<file path="src/eai_consts.svh">
/*
 Named constants of the external area interface select block.
 Assumes inclusion by its bare name from design files.
*/
`ifndef EAI_CONSTS_SVH
`define EAI_CONSTS_SVH

// Area number field of a 24-bit byte address (2 Mbyte areas)
`define EAI_AREA_HI 23
`define EAI_AREA_LO 21
`define EAI_LAST_AREA 3'd5
`define EAI_AREA0 3'd0
`define EAI_AREA1 3'd1
`define EAI_AREA2 3'd2
`define EAI_AREA3 3'd3
`define EAI_AREA4 3'd4
`define EAI_AREA5 3'd5

// Default internal address ranges
`define EAI_ROM_END 24'h0fffff
`define EAI_RAM_BASE 24'hbf0000
`define EAI_RAM_END 24'hbfffff
`define EAI_PROH_BASE 24'hbe0000
`define EAI_PROH_END 24'hbeffff

// Remaining counts for a 2 or 3 state address phase
`define EAI_TMA_SHORT 6'h01
`define EAI_TMA_LONG 6'h02
`define EAI_ONE6 6'h01
`define EAI_PAD3 3'h0

// Idle (negated) levels of the active-low outputs
`define EAI_CS_OFF 6'h3f
`define EAI_DACK_OFF 4'hf

`endif

</file>
<file path="src/eai_pkg.sv">
/*
 Types of the external area interface select block.
 Assumes nothing beyond a SystemVerilog compiler.
*/
package eai_pkg;

   // Interface kinds an area can take
   typedef enum logic [1:0] {if_basic, if_bsram, if_burst, if_mux} eai_if_e;

   // Access cycle states
   typedef enum logic [3:0] {
      st_idle, st_addr, st_hold, st_t1, st_t2, st_pwait, st_pinw, st_t3, st_tail, st_burst
   } eai_state_e;

   // Loose configuration bits, held by the owner of the control registers
   typedef struct packed {
      logic ext_mode;
      logic rom_enable;
      logic onchip_ram_enable;
      logic area0_page_rom_sel;
      logic area1_page_rom_sel;
      logic area0_byte_sram_sel;
      logic area1_byte_sram_sel;
      logic area2_byte_sram_sel;
      logic area3_byte_sram_sel;
      logic area4_byte_sram_sel;
      logic area5_byte_sram_sel;
      logic area3_mux_enable;
      logic area4_mux_enable;
      logic area5_mux_enable;
      logic addr_phase_extend;
      logic [5:0] three_state;
      logic [5:0][2:0] prog_wait;
      logic [5:0] cs_hold;
      logic [5:0] cs_tail;
      logic [2:0] burst_len;
      logic rd_late_negate;
      logic dack_extend;
      logic wait_enable;
   } eai_cfg_s;

   // One access request from an internal bus master
   typedef struct packed {
      logic [23:0] addr;
      logic write;
      logic dma_single;
      logic [1:0] dma_chan;
      logic [5:0] burst_count;
   } eai_req_s;

endpackage : eai_pkg

</file>
<file path="src/eai_area_decode.sv">
/*
 Address to area decode and external space check.
 Assumes a 24-bit byte address and ranges inside areas 0, 1 and 5.
*/
`timescale 1ns/1ps
`include "eai_consts.svh"
module eai_area_decode
   import eai_pkg::*;
#(
   parameter logic [23:0] ROM_END = `EAI_ROM_END,
   parameter logic [23:0] RAM_BASE = `EAI_RAM_BASE,
   parameter logic [23:0] RAM_END = `EAI_RAM_END,
   parameter logic [23:0] PROH_BASE = `EAI_PROH_BASE,
   parameter logic [23:0] PROH_END = `EAI_PROH_END
)
(
   input wire logic [23:0] addr,
   input eai_cfg_s cfg,
   output logic [2:0] area,
   output logic external
);

   logic in_rom;
   logic in_ram;
   logic in_proh;

   // Internal ranges carve holes out of the external areas
   always_comb begin
      area = addr[`EAI_AREA_HI:`EAI_AREA_LO];
      in_rom = cfg.rom_enable && area <= `EAI_AREA1 && addr <= ROM_END;
      in_ram = cfg.onchip_ram_enable && area == `EAI_AREA5 && addr >= RAM_BASE && addr <= RAM_END;
      in_proh = area == `EAI_AREA5 && addr >= PROH_BASE && addr <= PROH_END;
      external = cfg.ext_mode && area <= `EAI_LAST_AREA && !in_rom && !in_ram && !in_proh;
   end

endmodule : eai_area_decode

</file>
<file path="src/eai_if_select.sv">
/*
 Per-area interface kind selection from the select bits.
 Assumes the area number comes from the address decode.
*/
`timescale 1ns/1ps
`include "eai_consts.svh"
module eai_if_select
   import eai_pkg::*;
(
   input eai_cfg_s cfg,
   input wire logic [2:0] area,
   output eai_if_e if_sel
);

   // Two-bit select; the forbidden pair falls back to basic
   function automatic eai_if_e pick(input logic alt_bit, input logic sram_bit, input eai_if_e alt_if);
      case ({alt_bit, sram_bit})
         2'b00: pick = if_basic;
         2'b01: pick = if_bsram;
         2'b10: pick = alt_if;
         default: pick = if_basic;
      endcase
   endfunction : pick

   // Area to interface kind
   always_comb begin
      case (area)
         `EAI_AREA0: if_sel = pick(cfg.area0_page_rom_sel, cfg.area0_byte_sram_sel, if_burst);
         `EAI_AREA1: if_sel = pick(cfg.area1_page_rom_sel, cfg.area1_byte_sram_sel, if_burst);
         `EAI_AREA2: if_sel = pick(1'b0, cfg.area2_byte_sram_sel, if_basic);
         `EAI_AREA3: if_sel = pick(cfg.area3_mux_enable, cfg.area3_byte_sram_sel, if_mux);
         `EAI_AREA4: if_sel = pick(cfg.area4_mux_enable, cfg.area4_byte_sram_sel, if_mux);
         `EAI_AREA5: if_sel = pick(cfg.area5_mux_enable, cfg.area5_byte_sram_sel, if_mux);
         default: if_sel = if_basic;
      endcase
   end

endmodule : eai_if_select

</file>
<file path="src/eai_top.sv">
/*
 External area access sequencer: picks the interface of the addressed
 area, drives chip selects and strobes, and counts the access states.
 Assumes synchronous inputs on mclk and a stable configuration during an access.
*/
`timescale 1ns/1ps
`include "eai_consts.svh"
// Notes on behaviour
// Mux data phase equals basic access states
// Mux address phase two or three states
// Mux total: address, data, waits, extensions
// Burst ROM: 0-63 bursts of 1-8 states
// Wait pin stretches access without limit
// Read strobe negate timing is adjustable
// Optional chip select extension states
// Transfer acknowledge timing is adjustable
// Area 0 external except enabled ROM
// Area 0 select: basic, SRAM, burst
// Area 1 uses same select encoding
// One active-low chip select per area
// Area 2: basic or byte SRAM only
// Area 3 select: basic, SRAM, mux
// Area 4 uses same select encoding
// Areas 1-4 external, area 1 ROM excepted
// RAM enable keeps RAM range internal
// Area 5 external except RAM, prohibited
// Area 5 picks basic, SRAM or mux
// Area 5 encoding matches areas 3, 4
// Forbidden select pair falls back basic
module eai_top
   import eai_pkg::*;
#(
   parameter int CYC_W = 12,
   parameter logic [23:0] ROM_END = `EAI_ROM_END,
   parameter logic [23:0] RAM_BASE = `EAI_RAM_BASE,
   parameter logic [23:0] RAM_END = `EAI_RAM_END,
   parameter logic [23:0] PROH_BASE = `EAI_PROH_BASE,
   parameter logic [23:0] PROH_END = `EAI_PROH_END
)
(
   input wire logic mclk,
   input wire logic srst,
   input eai_cfg_s cfg,
   input wire logic req_valid,
   input eai_req_s req,
   input wire logic wait_n,
   output logic req_ready,
   output logic internal_ack,
   output logic [5:0] area_chip_select_n,
   output logic rd_n,
   output logic wr_n,
   output logic addr_strobe_n,
   output logic [3:0] transfer_ack_outputs_n,
   output logic busy,
   output logic access_done,
   output logic [CYC_W-1:0] access_cycles,
   output eai_if_e if_active,
   output logic pin_wait_state,
   output logic burst_state
);

   eai_state_e state_q, state_d;
   eai_state_e data_end;
   logic [5:0] cnt_q, cnt_d;
   logic [5:0] bursts_q, bursts_d;
   logic [CYC_W-1:0] cyc_q, cyc_d;
   logic [2:0] area_q, area_d;
   eai_if_e if_q, if_d;
   logic write_q, write_d;
   logic dma_q, dma_d;
   logic [1:0] chan_q, chan_d;

   logic ready_q, ready_d;
   logic int_q, int_d;
   logic [5:0] cs_n_q, cs_n_d;
   logic rd_n_q, rd_n_d;
   logic wr_n_q, wr_n_d;
   logic as_n_q, as_n_d;
   logic [3:0] dack_n_q, dack_n_d;
   logic busy_q, busy_d;
   logic done_q, done_d;
   logic [CYC_W-1:0] acyc_q, acyc_d;
   eai_if_e ifo_q, ifo_d;
   logic tw_q, tw_d;
   logic tb_q, tb_d;

   logic [2:0] dec_area;
   logic dec_ext;
   eai_if_e dec_if;
   logic start;
   logic wait_active;

   // Area decode and interface selection of the requested address
   eai_area_decode #(
      .ROM_END(ROM_END),
      .RAM_BASE(RAM_BASE),
      .RAM_END(RAM_END),
      .PROH_BASE(PROH_BASE),
      .PROH_END(PROH_END)
   ) u_dec (
      .addr(req.addr),
      .cfg(cfg),
      .area(dec_area),
      .external(dec_ext)
   );

   eai_if_select u_sel (
      .cfg(cfg),
      .area(dec_area),
      .if_sel(dec_if)
   );

   // Decrement shared by the phase and burst counters
   function automatic logic [5:0] dec6(input logic [5:0] v);
      dec6 = v - `EAI_ONE6;
   endfunction : dec6

   // Cycle counter that sticks at its top rather than wrapping
   function automatic logic [CYC_W-1:0] sat_inc(input logic [CYC_W-1:0] v);
      sat_inc = (&v) ? v : v + 1'b1;
   endfunction : sat_inc

   // First state of the data phase, with optional hold extension
   function automatic eai_state_e entry(input logic hold);
      entry = hold ? st_hold : st_t1;
   endfunction : entry

   // Pin wait or last data state after the programmed waits
   function automatic eai_state_e after_wait(input logic waiting);
      after_wait = waiting ? st_pinw : st_t3;
   endfunction : after_wait

   // Strobe window of the data phase
   function automatic logic in_data(input eai_state_e s);
      in_data = s inside {st_t1, st_t2, st_pwait, st_pinw, st_t3};
   endfunction : in_data

   assign start = req_valid && state_q == st_idle && dec_ext;
   assign wait_active = cfg.wait_enable && !wait_n;

   // Where the data phase goes when it ends
   always_comb begin
      if (if_q == if_burst && bursts_q != '0) begin
         data_end = st_burst;
      end else if (if_q != if_burst && cfg.cs_tail[area_q]) begin
         data_end = st_tail;
      end else begin
         data_end = st_idle;
      end
   end

   // Access sequencer next state
   always_comb begin
      state_d = state_q;
      cnt_d = cnt_q;
      bursts_d = bursts_q;
      area_d = area_q;
      if_d = if_q;
      write_d = write_q;
      dma_d = dma_q;
      chan_d = chan_q;
      cyc_d = (state_q == st_idle) ? '0 : sat_inc(cyc_q);
      case (state_q)
         st_idle: begin
            if (start) begin
               area_d = dec_area;
               if_d = dec_if;
               write_d = req.write;
               dma_d = req.dma_single;
               chan_d = req.dma_chan;
               bursts_d = req.burst_count;
               cyc_d = sat_inc('0);
               if (dec_if == if_mux) begin
                  state_d = st_addr;
                  cnt_d = cfg.addr_phase_extend ? `EAI_TMA_LONG : `EAI_TMA_SHORT;
               end else begin
                  state_d = entry(cfg.cs_hold[dec_area]);
               end
            end
         end
         st_addr: begin
            if (cnt_q == '0) begin
               state_d = entry(cfg.cs_hold[area_q]);
            end else begin
               cnt_d = dec6(cnt_q);
            end
         end
         st_hold: begin
            state_d = st_t1;
         end
         st_t1: begin
            state_d = st_t2;
         end
         st_t2: begin
            if (!cfg.three_state[area_q]) begin
               state_d = data_end;
            end else if (cfg.prog_wait[area_q] != '0) begin
               state_d = st_pwait;
               cnt_d = dec6({`EAI_PAD3, cfg.prog_wait[area_q]});
            end else begin
               state_d = after_wait(wait_active);
            end
         end
         st_pwait: begin
            if (cnt_q == '0) begin
               state_d = after_wait(wait_active);
            end else begin
               cnt_d = dec6(cnt_q);
            end
         end
         st_pinw: begin
            state_d = after_wait(wait_active);
         end
         st_t3: begin
            state_d = data_end;
         end
         st_tail: begin
            state_d = st_idle;
         end
         st_burst: begin
            if (cnt_q == '0) begin
               bursts_d = dec6(bursts_q);
               if (bursts_q == `EAI_ONE6) begin
                  state_d = st_idle;
               end else begin
                  cnt_d = {`EAI_PAD3, cfg.burst_len};
               end
            end else begin
               cnt_d = dec6(cnt_q);
            end
         end
         default: begin
            state_d = st_idle;
         end
      endcase
      // Load the burst length on entry from the full access
      if (state_d == st_burst && state_q != st_burst) begin
         cnt_d = {`EAI_PAD3, cfg.burst_len};
      end
   end

   // Sequencer registers
   always_ff @(posedge mclk) begin
      if (srst) begin
         state_q <= st_idle;
         cnt_q <= '0;
         bursts_q <= '0;
         cyc_q <= '0;
         area_q <= '0;
         if_q <= if_basic;
         write_q <= 1'b0;
         dma_q <= 1'b0;
         chan_q <= '0;
      end else begin
         state_q <= state_d;
         cnt_q <= cnt_d;
         bursts_q <= bursts_d;
         cyc_q <= cyc_d;
         area_q <= area_d;
         if_q <= if_d;
         write_q <= write_d;
         dma_q <= dma_d;
         chan_q <= chan_d;
      end
   end

   // Pin and status values for the coming state
   always_comb begin
      ready_d = state_d == st_idle;
      int_d = req_valid && state_q == st_idle && !dec_ext;
      cs_n_d = `EAI_CS_OFF;
      if (state_d != st_idle) begin
         cs_n_d[area_d] = 1'b0;
      end
      rd_n_d = !(!write_d && (in_data(state_d) || state_d == st_burst ||
                (state_d == st_tail && cfg.rd_late_negate)));
      wr_n_d = !(write_d && state_d inside {st_t2, st_pwait, st_pinw, st_t3});
      as_n_d = state_d != st_addr;
      dack_n_d = `EAI_DACK_OFF;
      if (dma_d && (in_data(state_d) || (cfg.dack_extend && state_d inside {st_hold, st_tail}))) begin
         dack_n_d[chan_d] = 1'b0;
      end
      busy_d = state_d != st_idle;
      done_d = state_q != st_idle && state_d == st_idle;
      acyc_d = done_d ? cyc_q : acyc_q;
      ifo_d = if_d;
      tw_d = state_d == st_pinw;
      tb_d = state_d == st_burst;
   end

   // Output registers
   always_ff @(posedge mclk) begin
      if (srst) begin
         ready_q <= 1'b1;
         int_q <= 1'b0;
         cs_n_q <= `EAI_CS_OFF;
         rd_n_q <= 1'b1;
         wr_n_q <= 1'b1;
         as_n_q <= 1'b1;
         dack_n_q <= `EAI_DACK_OFF;
         busy_q <= 1'b0;
         done_q <= 1'b0;
         acyc_q <= '0;
         ifo_q <= if_basic;
         tw_q <= 1'b0;
         tb_q <= 1'b0;
      end else begin
         ready_q <= ready_d;
         int_q <= int_d;
         cs_n_q <= cs_n_d;
         rd_n_q <= rd_n_d;
         wr_n_q <= wr_n_d;
         as_n_q <= as_n_d;
         dack_n_q <= dack_n_d;
         busy_q <= busy_d;
         done_q <= done_d;
         acyc_q <= acyc_d;
         ifo_q <= ifo_d;
         tw_q <= tw_d;
         tb_q <= tb_d;
      end
   end

   assign req_ready = ready_q;
   assign internal_ack = int_q;
   assign area_chip_select_n = cs_n_q;
   assign rd_n = rd_n_q;
   assign wr_n = wr_n_q;
   assign addr_strobe_n = as_n_q;
   assign transfer_ack_outputs_n = dack_n_q;
   assign busy = busy_q;
   assign access_done = done_q;
   assign access_cycles = acyc_q;
   assign if_active = ifo_q;
   assign pin_wait_state = tw_q;
   assign burst_state = tb_q;
endmodule : eai_top

</file>
<file path="config.mk">
export PLATFORM = sky130hd
export DESIGN_NAME = eai_top
export DESIGN_NICKNAME = d
export VERILOG_FILES = /design/src/eai_pkg.sv /design/src/eai_area_decode.sv /design/src/eai_if_select.sv /design/src/eai_top.sv
export VERILOG_INCLUDE_DIRS = /design/src
export SDC_FILE = /design/constraint.sdc
export NUM_CORES = 1
export LEC_CHECK = 0
export ABC_AREA = 1
export CAP_MARGIN = 10
export CELL_PAD_IN_SITES_DETAIL_PLACEMENT = 1
export CELL_PAD_IN_SITES_GLOBAL_PLACEMENT = 1
export CORE_ASPECT_RATIO = 0.7
export CORE_MARGIN = 2
export CORE_UTILIZATION = 30
export DETAILED_ROUTE_END_ITERATION = 12
export DONT_BUFFER_PORTS = 1
export PLACE_DENSITY = 0.61
export SETUP_SLACK_MARGIN = 0.15
export SKIP_LAST_GASP = 1
export SLEW_MARGIN = 0
export SYNTH_ARGS = -nofsm -noshare
export SYNTH_HDL_FRONTEND = slang
export SYNTH_SLANG_ARGS = --single-unit
</file>
<file path="constraint.sdc">
create_clock -name mclk -period 5.6 [get_ports mclk]
set_clock_uncertainty 0.15 [all_clocks]
set_input_delay 0.56 -clock mclk [delete_from_list [all_inputs] [get_ports mclk]]
set_output_delay 0.56 -clock mclk [all_outputs]
set_load 0.005 [all_outputs]
</file>
# Word-level counts from Yosys, hierarchy flattened
# Index checks and enable logic that the tools add are counted.
# totals
reg_bits	68
word_cells	214
# classes
addsub	4
magnitude_cmp	13
eq_ne	50
n_mux	60
bitwise_logic	5
reduce_logical	60
# ops
cell	n
$mux 6	9
$ge 24x24->1 const B	2
$le 24x24->1 const B	2
$mux 12	4
$pmux 4 s9	1
$eq 4x3->1 const B	8
$mux 4	8
$logic_and 1x1->1	26
$le 24x20->1 const B	1
$pmux 2 s2	6
$pmux 6 s4	1
$eq 4x2->1 const B	4
$reduce_bool 4->1	4
$eq 2x2->1 const B	7
$reduce_and 7->1	2
$mux 1	13
$add 12x1->12 const B	1
$bmux 1 s3	4
$eq 4x4->1 const B	3
$lt 3x4->1 const B	3
$mux 3	4
$ne 2x2->1 const B	6
$pmux 2 s6	1
$pmux 6 s2	1
other kinds (39)	71

# Depth between registers and ports, before layout
# Gate-level depths: netlist of run 1.
# depth
word_depth	17
ltp_mapped	19

# Hierarchy
# A second synthesis of run 1 with hierarchy kept.
# hier_totals
hier_cells	644
area_unflattened_um2	4176.5
# by_module_without_submodules
module	n_inst	cells_per_inst	area_each_um2	seq_area_each_um2
eai_top	1	584	3865.0	1361.3
eai_if_select	1	42	215.2	0.0
eai_area_decode	1	18	96.3	0.0

# Worst setup path after synthesis of run 1
# OpenSTA, ideal clock, no wires.
# synth_path
path_type	reg-to-reg
from	register area_q[0]
to	register acyc_q[2], in the netlist access_cycles[2]
setup_ps	141
arrival_ps	2502
path_slack_ps	2807
stages_incl_launch_ff	18
path_buffers	3
period_less_slack_ps	2793
cell_sequence	dfxtp_1 > buf_2 > buf_2 > or2_2 > o211ai_1 > a21boi_0 > ha_1 > ha_1 > nand2_1 > nand3_1 > nand2_1 > nor2_2 > nand2_4 > nor2_4 > nand3b_4 > clkbuf_4 > nand2_1 > a21oi_2
# synth_between
elab_chain_len	9
# synth_rtl
element	line	text
start: declaration	eai_top.sv:67	logic [2:0] area_q, area_d;
start signal: assignment	eai_top.sv:259	area_q <= area_d;
$bmux 1 s3	eai_top.sv:145	end else if (if_q != if_burst && cfg.cs_tail[area_q]) begin
$mux 1 (implied by the code)	eai_top.sv:145	
$logic_and 1x1->1	eai_top.sv:145	
$mux 4	eai_top.sv:145	
$mux 4	eai_top.sv:143	if (if_q == if_burst && bursts_q != '0) begin
$mux 4	eai_top.sv:195	if (!cfg.three_state[area_q]) begin
$pmux 4 s9 (*)	eai_top.sv:163	case (state_q)
$logic_not 4->1 (*)	eai_top.sv:284	done_d = state_q != st_idle && state_d == st_idle;
$logic_and 1x1->1 (*)	eai_top.sv:284	
end signal: assignment	eai_top.sv:317	acyc_q <= acyc_d;
end: declaration	eai_top.sv:82	logic [CYC_W-1:0] acyc_q, acyc_d;
# Every way passes the cells marked *; elsewhere a longest branch is shown, timed or not. The select of a mux whose other input is x is not followed.
# A chain may end at the register's enable or synchronous reset.

# Worst setup path after layout of run 1
# layout_path
from	register area_q[0]
to	register acyc_q[0], in the netlist access_cycles[0]
# Same word-level chain as after synthesis.

==> flow_summary.json, run 1 <==
{
  "cts.sinks": 68,
  "switching_share_pct": 39.8,
  "cts_made_buffers": 9,
  "syn_inst": 579,
  "holdWs_ns": 0.132,
  "ys_top_cells_by_area": "dfxtp_1 (34%), nand2_1 (11%), nor2_1 (7.4%)",
  "drive_gt1_share_pct": 13.3,
  "place.gp.congestion": 0.812,
  "leakage_nw": 1.90,
  "hold_class": "in -> reg",
  "yosysMostFrequentCell": "nand2_1",
  "syn-cell-area_um2": 3980,
  "die_x_um": 142,
  "power.share.sequential_pct": 31.7,
  "via_per_inst": 4.94,
  "yosysWarningCount": 0,
  "grt_pass1_vias": 3892,
  "synthArstFlopShare_pct": 0,
  "routed_wl_um": 11900,
  "synth_top_cells_by_count": "nand2_1 (116), nor2_1 (78), inv_1 (71)",
  "drc": 0,
  "setup_viol": 0,
  "synth_edf_count": 0,
  "critPathMostFrequentCell": "nand2_1",
  "vias": 3688,
  "timing.final.hold_violations": 0,
  "fp.dieH_um": 100,
  "synth_top_area_share_pct": 34.2,
  "area_growth_pct": 11.0,
  "switchingPower_uw": 763,
  "p_int_mw": 1.16,
  "core_area_um2": 13100,
  "ys_dominant_reg_cell": "dfxtp_1",
  "drv_slew": 0,
  "power_frac_clock_pct": 32.1,
  "diodes": 0,
  "crit_required_ns": 5.72,
  "worst_setup_path_start_kind": "register",
  "cts_setup_buffers": 0,
  "tns_ns": 0,
  "avgRoutedWirePerCell_um": 15.9,
  "dieArea_um2": 14200,
  "seq_area_frac_synth_pct": 34.2,
  "syn_avg_cell_area_um2": 6.87,
  "crit_family": "simple AND/OR/NAND/NOR gates",
  "dr.pass1.iters": 4,
  "final.min_clock_period_ns": 3.76,
  "crit_slowest_cell": "dfxtp_1",
  "holdBufCountCts": 0,
  "grt_max_degree": 34,
  "antenna_found_initial": 0,
  "crit_buf_inv": 3,
  "status": "complete, no violations",
  "grtUsageTotal_pct": 17.4,
  "drtIter0Drc": 118,
  "insertion_delay_ns": 0.34,
  "fmax_mhz": 266,
  "synth.distinct_cells": 53,
  "worstPathArrival_ns": 3.88,
  "ir_worst_vdd_mv": 0.172,
  "max_slew_margin_pct": 49.5,
  "io_pins": 128,
  "nNetsFinal": 680,
  "synth_nets": 683,
  "ys_ff_latch": 68,
  "htree_levels": 3,
  "antenna_left": 0,
  "start_util_pct": 30.5,
  "power-per-cell-area_nw_per_um2": 434,
  "yosysTopAreaCell": "dfxtp_1",
  "grt_overflow_total": 0,
  "clk_pin_slew_ns": 0.06,
  "rows": 35,
  "power_frac_comb_pct": 36.2,
  "tightest_slew_ns": 0.754,
  "grt_pass1_wl_um": 19500,
  "clk_path_buf_depth": 2,
  "io_buffers": 0,
  "post_cts_resize_count": 0,
  "critPathMaxFanout": 21,
  "tritoncts": "yes",
  "dp.final_hpwl_um": 9240,
  "power_mw": 1.92,
  "endpoint_kind": "register",
  "maxCapViolCount": 0,
  "ctsRootBufferMaster": "clkbuf_16",
  "rsz0062_at_grt": "no",
  "crit_chain": "inv_1 > or2_2 > a32o_1 > inv_1 > ha_1 > ha_1 > nand2_1 > nand3_1 > nand2_1 > nor2_2 > nand2_4 > nor2_4 > nand3b_4 > clkinv_2 > nand2_1 > a21oi_1",
  "slowest_delay_ns": 0.72,
  "crit_type": "reg -> reg",
  "fin_crit_sh_pct": 67.2
}
-- layout by cell type (no fill, tap or decap), drive strengths merged, types with 3 or more instances in the layout --
cell	n
nand2	135
nor2	88
inv	79
dfxtp	68
o21ai	40
nand3	39
a21oi	34
nor3	11
ha	9
clkbuf	9
xor2	8
or2	8
a31oi	7
nand4	6
o22ai	4
xnor2	4
a211oi	4
o211ai	4
a21boi	3
-- worst register-to-register path, delay by kind of cell, from the launching register on --
family                   cells  cell delay (ns)
flip-flops                   1             0.72
adder cells (fa/ha/maj)      2             0.31
AO/OA/AOI/OAI                2             0.40
buffers and inverters        3             0.75
AND/OR/NAND/NOR              9             1.37
-- sequential cells by signal (all words and copies together) (netlist names), 3 cells and up --
register	cells
access_cycles	12
area_chip_select_n	6
area_q	3
bursts_q	6
cnt_q	6
cyc_q	12
state_q	4
transfer_ack_outputs_n	4
-- path summary, 6_finish.rpt --
path	cells past startpoint	to	slack, ns	start
hold reg to reg	2	access_cycles[5]	0.31	cyc_q[5]
hold / removal	1	access_cycles[7]	0.13	srst
setup reg to reg	16	access_cycles[0]	1.84	area_q[0]
setup / recovery	16	access_cycles[0]	1.84	area_q[0]
-- layout make-up --
| cell class | instances | area, um^2 |
|---|---|---|
| tap | 166 | 208 |
| fill | 1626 | 8630 |
| clock buffer | 9 | 225 |
| sequential | 68 | 1360 |
| multi-input combinational | 418 | 2240 |
| clock inverter | 6 | 88.8 |
| inverter | 79 | 298 |
-- power groups by stage --
stage | logic [mW] | clock network [mW] | registers [mW]
final | 0.695 | 0.616 | 0.608
after global routing | 0.799 | 0.644 | 0.618
after CTS | 0.704 | 0.630 | 0.610
after detailed placement | 0.700 | 0 | 0.619
after global placement | 0.680 | 0 | 0.618
after floorplan | 0.567 | 0 | 0.597
-- per-layer routing --
metal  wire length [um]  track usage (%)  up-vias
li1                   -                -     1866
met1               6150             24.6     1728
met2               4810             25.6       77
met3                713             5.34       17
met4                188             5.00        0
met5                  0                0        -
-- logic make-up after synthesis --
group | count (synthesis) | synth area share, %
multiplexers | 1 | 0.252
buffers and inverters | 93 | 9.59
XOR/XNOR | 12 | 2.64
AO/OA/AOI/OAI | 102 | 15.6
flip-flops | 68 | 34.2
AND/OR/NAND/NOR | 294 | 34.9
adder cells (fa/ha/maj) | 9 | 2.83
-- stage by stage --
stage | std cells | cell area [um^2] | utilization, % | setup WS (ns)
final | 746 | 4420 | 33.8 | 1.84
after floorplan | 579 | 3980 | - | 2.81
after global routing | 746 | 4420 | 33.8 | 1.34
after global placement | 731 | 4100 | 31.4 | 1.87
after CTS | 746 | 4420 | 33.8 | 1.74
after detailed placement | 731 | 4100 | 31.4 | 1.78
Power figures use the tool's default switching activity.
==> run 2: changes to the inputs <==
--- a/config.mk
+++ b/config.mk
@@ -15,7 +15,7 @@
 export CORE_UTILIZATION = 30
 export DETAILED_ROUTE_END_ITERATION = 12
 export DONT_BUFFER_PORTS = 1
-export PLACE_DENSITY = 0.61
+export PLACE_DENSITY = 0.63
 export SETUP_SLACK_MARGIN = 0.15
 export SKIP_LAST_GASP = 1
 export SLEW_MARGIN = 0
==> constraint.sdc (replaced) <==
create_clock -name mclk -period 3.45 [get_ports mclk]
set_clock_uncertainty 0.15 [all_clocks]
set_input_delay 0.345 -clock mclk [delete_from_list [all_inputs] [get_ports mclk]]
set_output_delay 0.345 -clock mclk [all_outputs]
set_load 0.005 [all_outputs]
==> flow_summary.json, run 2 (synthesis gave the netlist of run 1 again) <==
{
  "status": "complete, no violations",
  "fp.dieH_um": 100,
  "timing.final.hold_violations": 0,
  "power-per-cell-area_nw_per_um2": 697,
  "final.min_clock_period_ns": 2.95,
  "hold_class": "in -> reg",
  "final_common_cell": "nand2_1",
  "io_buffers": 0,
  "dieArea_um2": 14200,
  "place.gp.congestion": 0.796,
  "leakage_nw": 1.94,
  "drive_gt1_share_pct": 15.1,
  "die_x_um": 142,
  "worstPathArrival_ns": 3.02,
  "n_fill_cell": 1662,
  "final_cell_mix": "nand2_1 (116), nor2_1 (78), inv_1 (70)",
  "ir_worst_vdd_mv": 0.303,
  "grt_max_degree": 30,
  "max_slew_margin_pct": 62.4,
  "dp.final_hpwl_um": 9250,
  "drtIter0Drc": 148,
  "dr.pass1.iters": 4,
  "ctsRootBufferMaster": "clkbuf_16",
  "holdWs_ns": 0.0240,
  "start_util_pct": 30.5,
  "crit_end": "access_cycles[5]",
  "routed_wl_um": 12300,
  "core_area_um2": 13100,
  "power_frac_clock_pct": 29.6,
  "critPathMaxFanout": 20,
  "regArea_um2": 1360,
  "fin_crit_sh_pct": 85.5,
  "diodes": 0,
  "grt_pass1_vias": 3754,
  "via_per_inst": 4.96,
  "clk_pin_slew_ns": 0.06,
  "grtUsageTotal_pct": 17.7,
  "regToRegStartpoint": "area_q[0]",
  "r2r_slack_ns": 0.50,
  "cts_made_buffers": 9,
  "vias": 3749,
  "worstHoldStart": "srst",
  "tightest_slew_ns": 0.558,
  "switchingPower_mw": 1.28,
  "drv_slew": 0,
  "fmax_mhz": 339,
  "io_pins": 128,
  "rows": 35,
  "avgRoutedWirePerCell_um": 16.3,
  "cts.sinks": 68,
  "crit_start": "area_q[0]",
  "crit_type": "reg -> reg",
  "grt_overflow_total": 0,
  "area_growth_pct": 13.6,
  "power.share.sequential_pct": 31.2,
  "reg2reg_depth": 16,
  "maxCapViolCount": 0,
  "antenna_left": 0,
  "clk_path_buf_depth": 2,
  "p_int_mw": 1.88,
  "crit_required_ns": 3.52,
  "multiInputGateArea_um2": 2250,
  "htree_levels": 3,
  "grt_pass1_wl_um": 19700,
  "drc": 0,
  "switching_share_pct": 40.5,
  "power_frac_comb_pct": 39.2,
  "tns_ns": 0,
  "setup_viol": 0,
  "insertion_delay_ns": 0.33,
  "worst_setup_path_start_kind": "register",
  "antenna_found_initial": 0,
  "r2r-end": "access_cycles[5]",
  "power_mw": 3.15,
  "rsz0062_at_grt": "no",
  "endpoint_kind": "register",
  "tritoncts": "yes",
  "nNetsFinal": 689
}
## run 2: critical path, cell delays in order (launching register included)
cell and delay (ns):
dfxtp_1 0.33, buf_6 0.16, or2_2 0.29, o211ai_1 0.07
a21boi_1 0.25, ha_1 0.20, ha_1 0.17, nand2_1 0.06
nand3_1 0.09, nand2_1 0.06, nor2_2 0.26, nand2_4 0.12
nor2_4 0.16, nand3b_4 0.15, buf_12 0.18, nand2_1 0.07
a21oi_2 0.06
## run 2: worst min-delay path by stage
stage | to | slack [ns] | cells after the start
after global placement | access_cycles[11] | 0.26 | 1
final | cnt_q[2] | 0.02 | 3
after floorplan | access_cycles[5] | 0.29 | 2
after global routing | bursts_q[3] | 0.03 | 2
after detailed placement | access_cycles[10] | 0.27 | 1
after CTS | cnt_q[2] | 0.003 | 3
## run 2: cell type report
type / count / share of cell area [%]
repair buffers: 9 / 2.19
clock buffers: 9 / 4.98
inverters: 79 / 6.73
flip-flops and latches: 68 / 30.1
multi-input cells: 418 / 49.7
clock inverters: 7 / 1.66
well taps: 166 / 4.59
## run 2: power by group through the flow
stage	Clock, mW	Sequential (mW)	Combinational (mW)
2_1_floorplan	0	0.970	0.920
3_3_place_gp	0	0.996	1.13
3_5_place_dp	0	0.997	1.15
4_1_cts	0.963	0.983	1.17
5_1_grt	0.993	0.997	1.41
6_report	0.934	0.982	1.24
## run 2: layer usage
layer  vias up  GRT usage (%)  wire length (um)
li1       1885              -                 -
met1      1761           24.6              6130
met2        92           26.8              5090
met3        11           5.96               949
met4         0           3.77               129
met5         -              0                 0
## run 2: what timing repair did
item                                    in CTS  in global routing
resized for setup                            0                  9
hold buffers                                 2                  0
buffers inserted                             0                  2
endpoints found under the hold margin       31                  0
endpoints found under the setup margin       0                 23
## run 2: metrics by stage
step,setup WS (ns),instance area (um^2),instances,utilization (%)
final,0.499,4520,756,34.6
after detailed placement,0.289,4140,736,31.7
after CTS,0.256,4470,754,34.3
after floorplan,0.657,3980,579,-
after global routing,0.214,4520,756,34.6
after global placement,0.325,4140,736,31.7
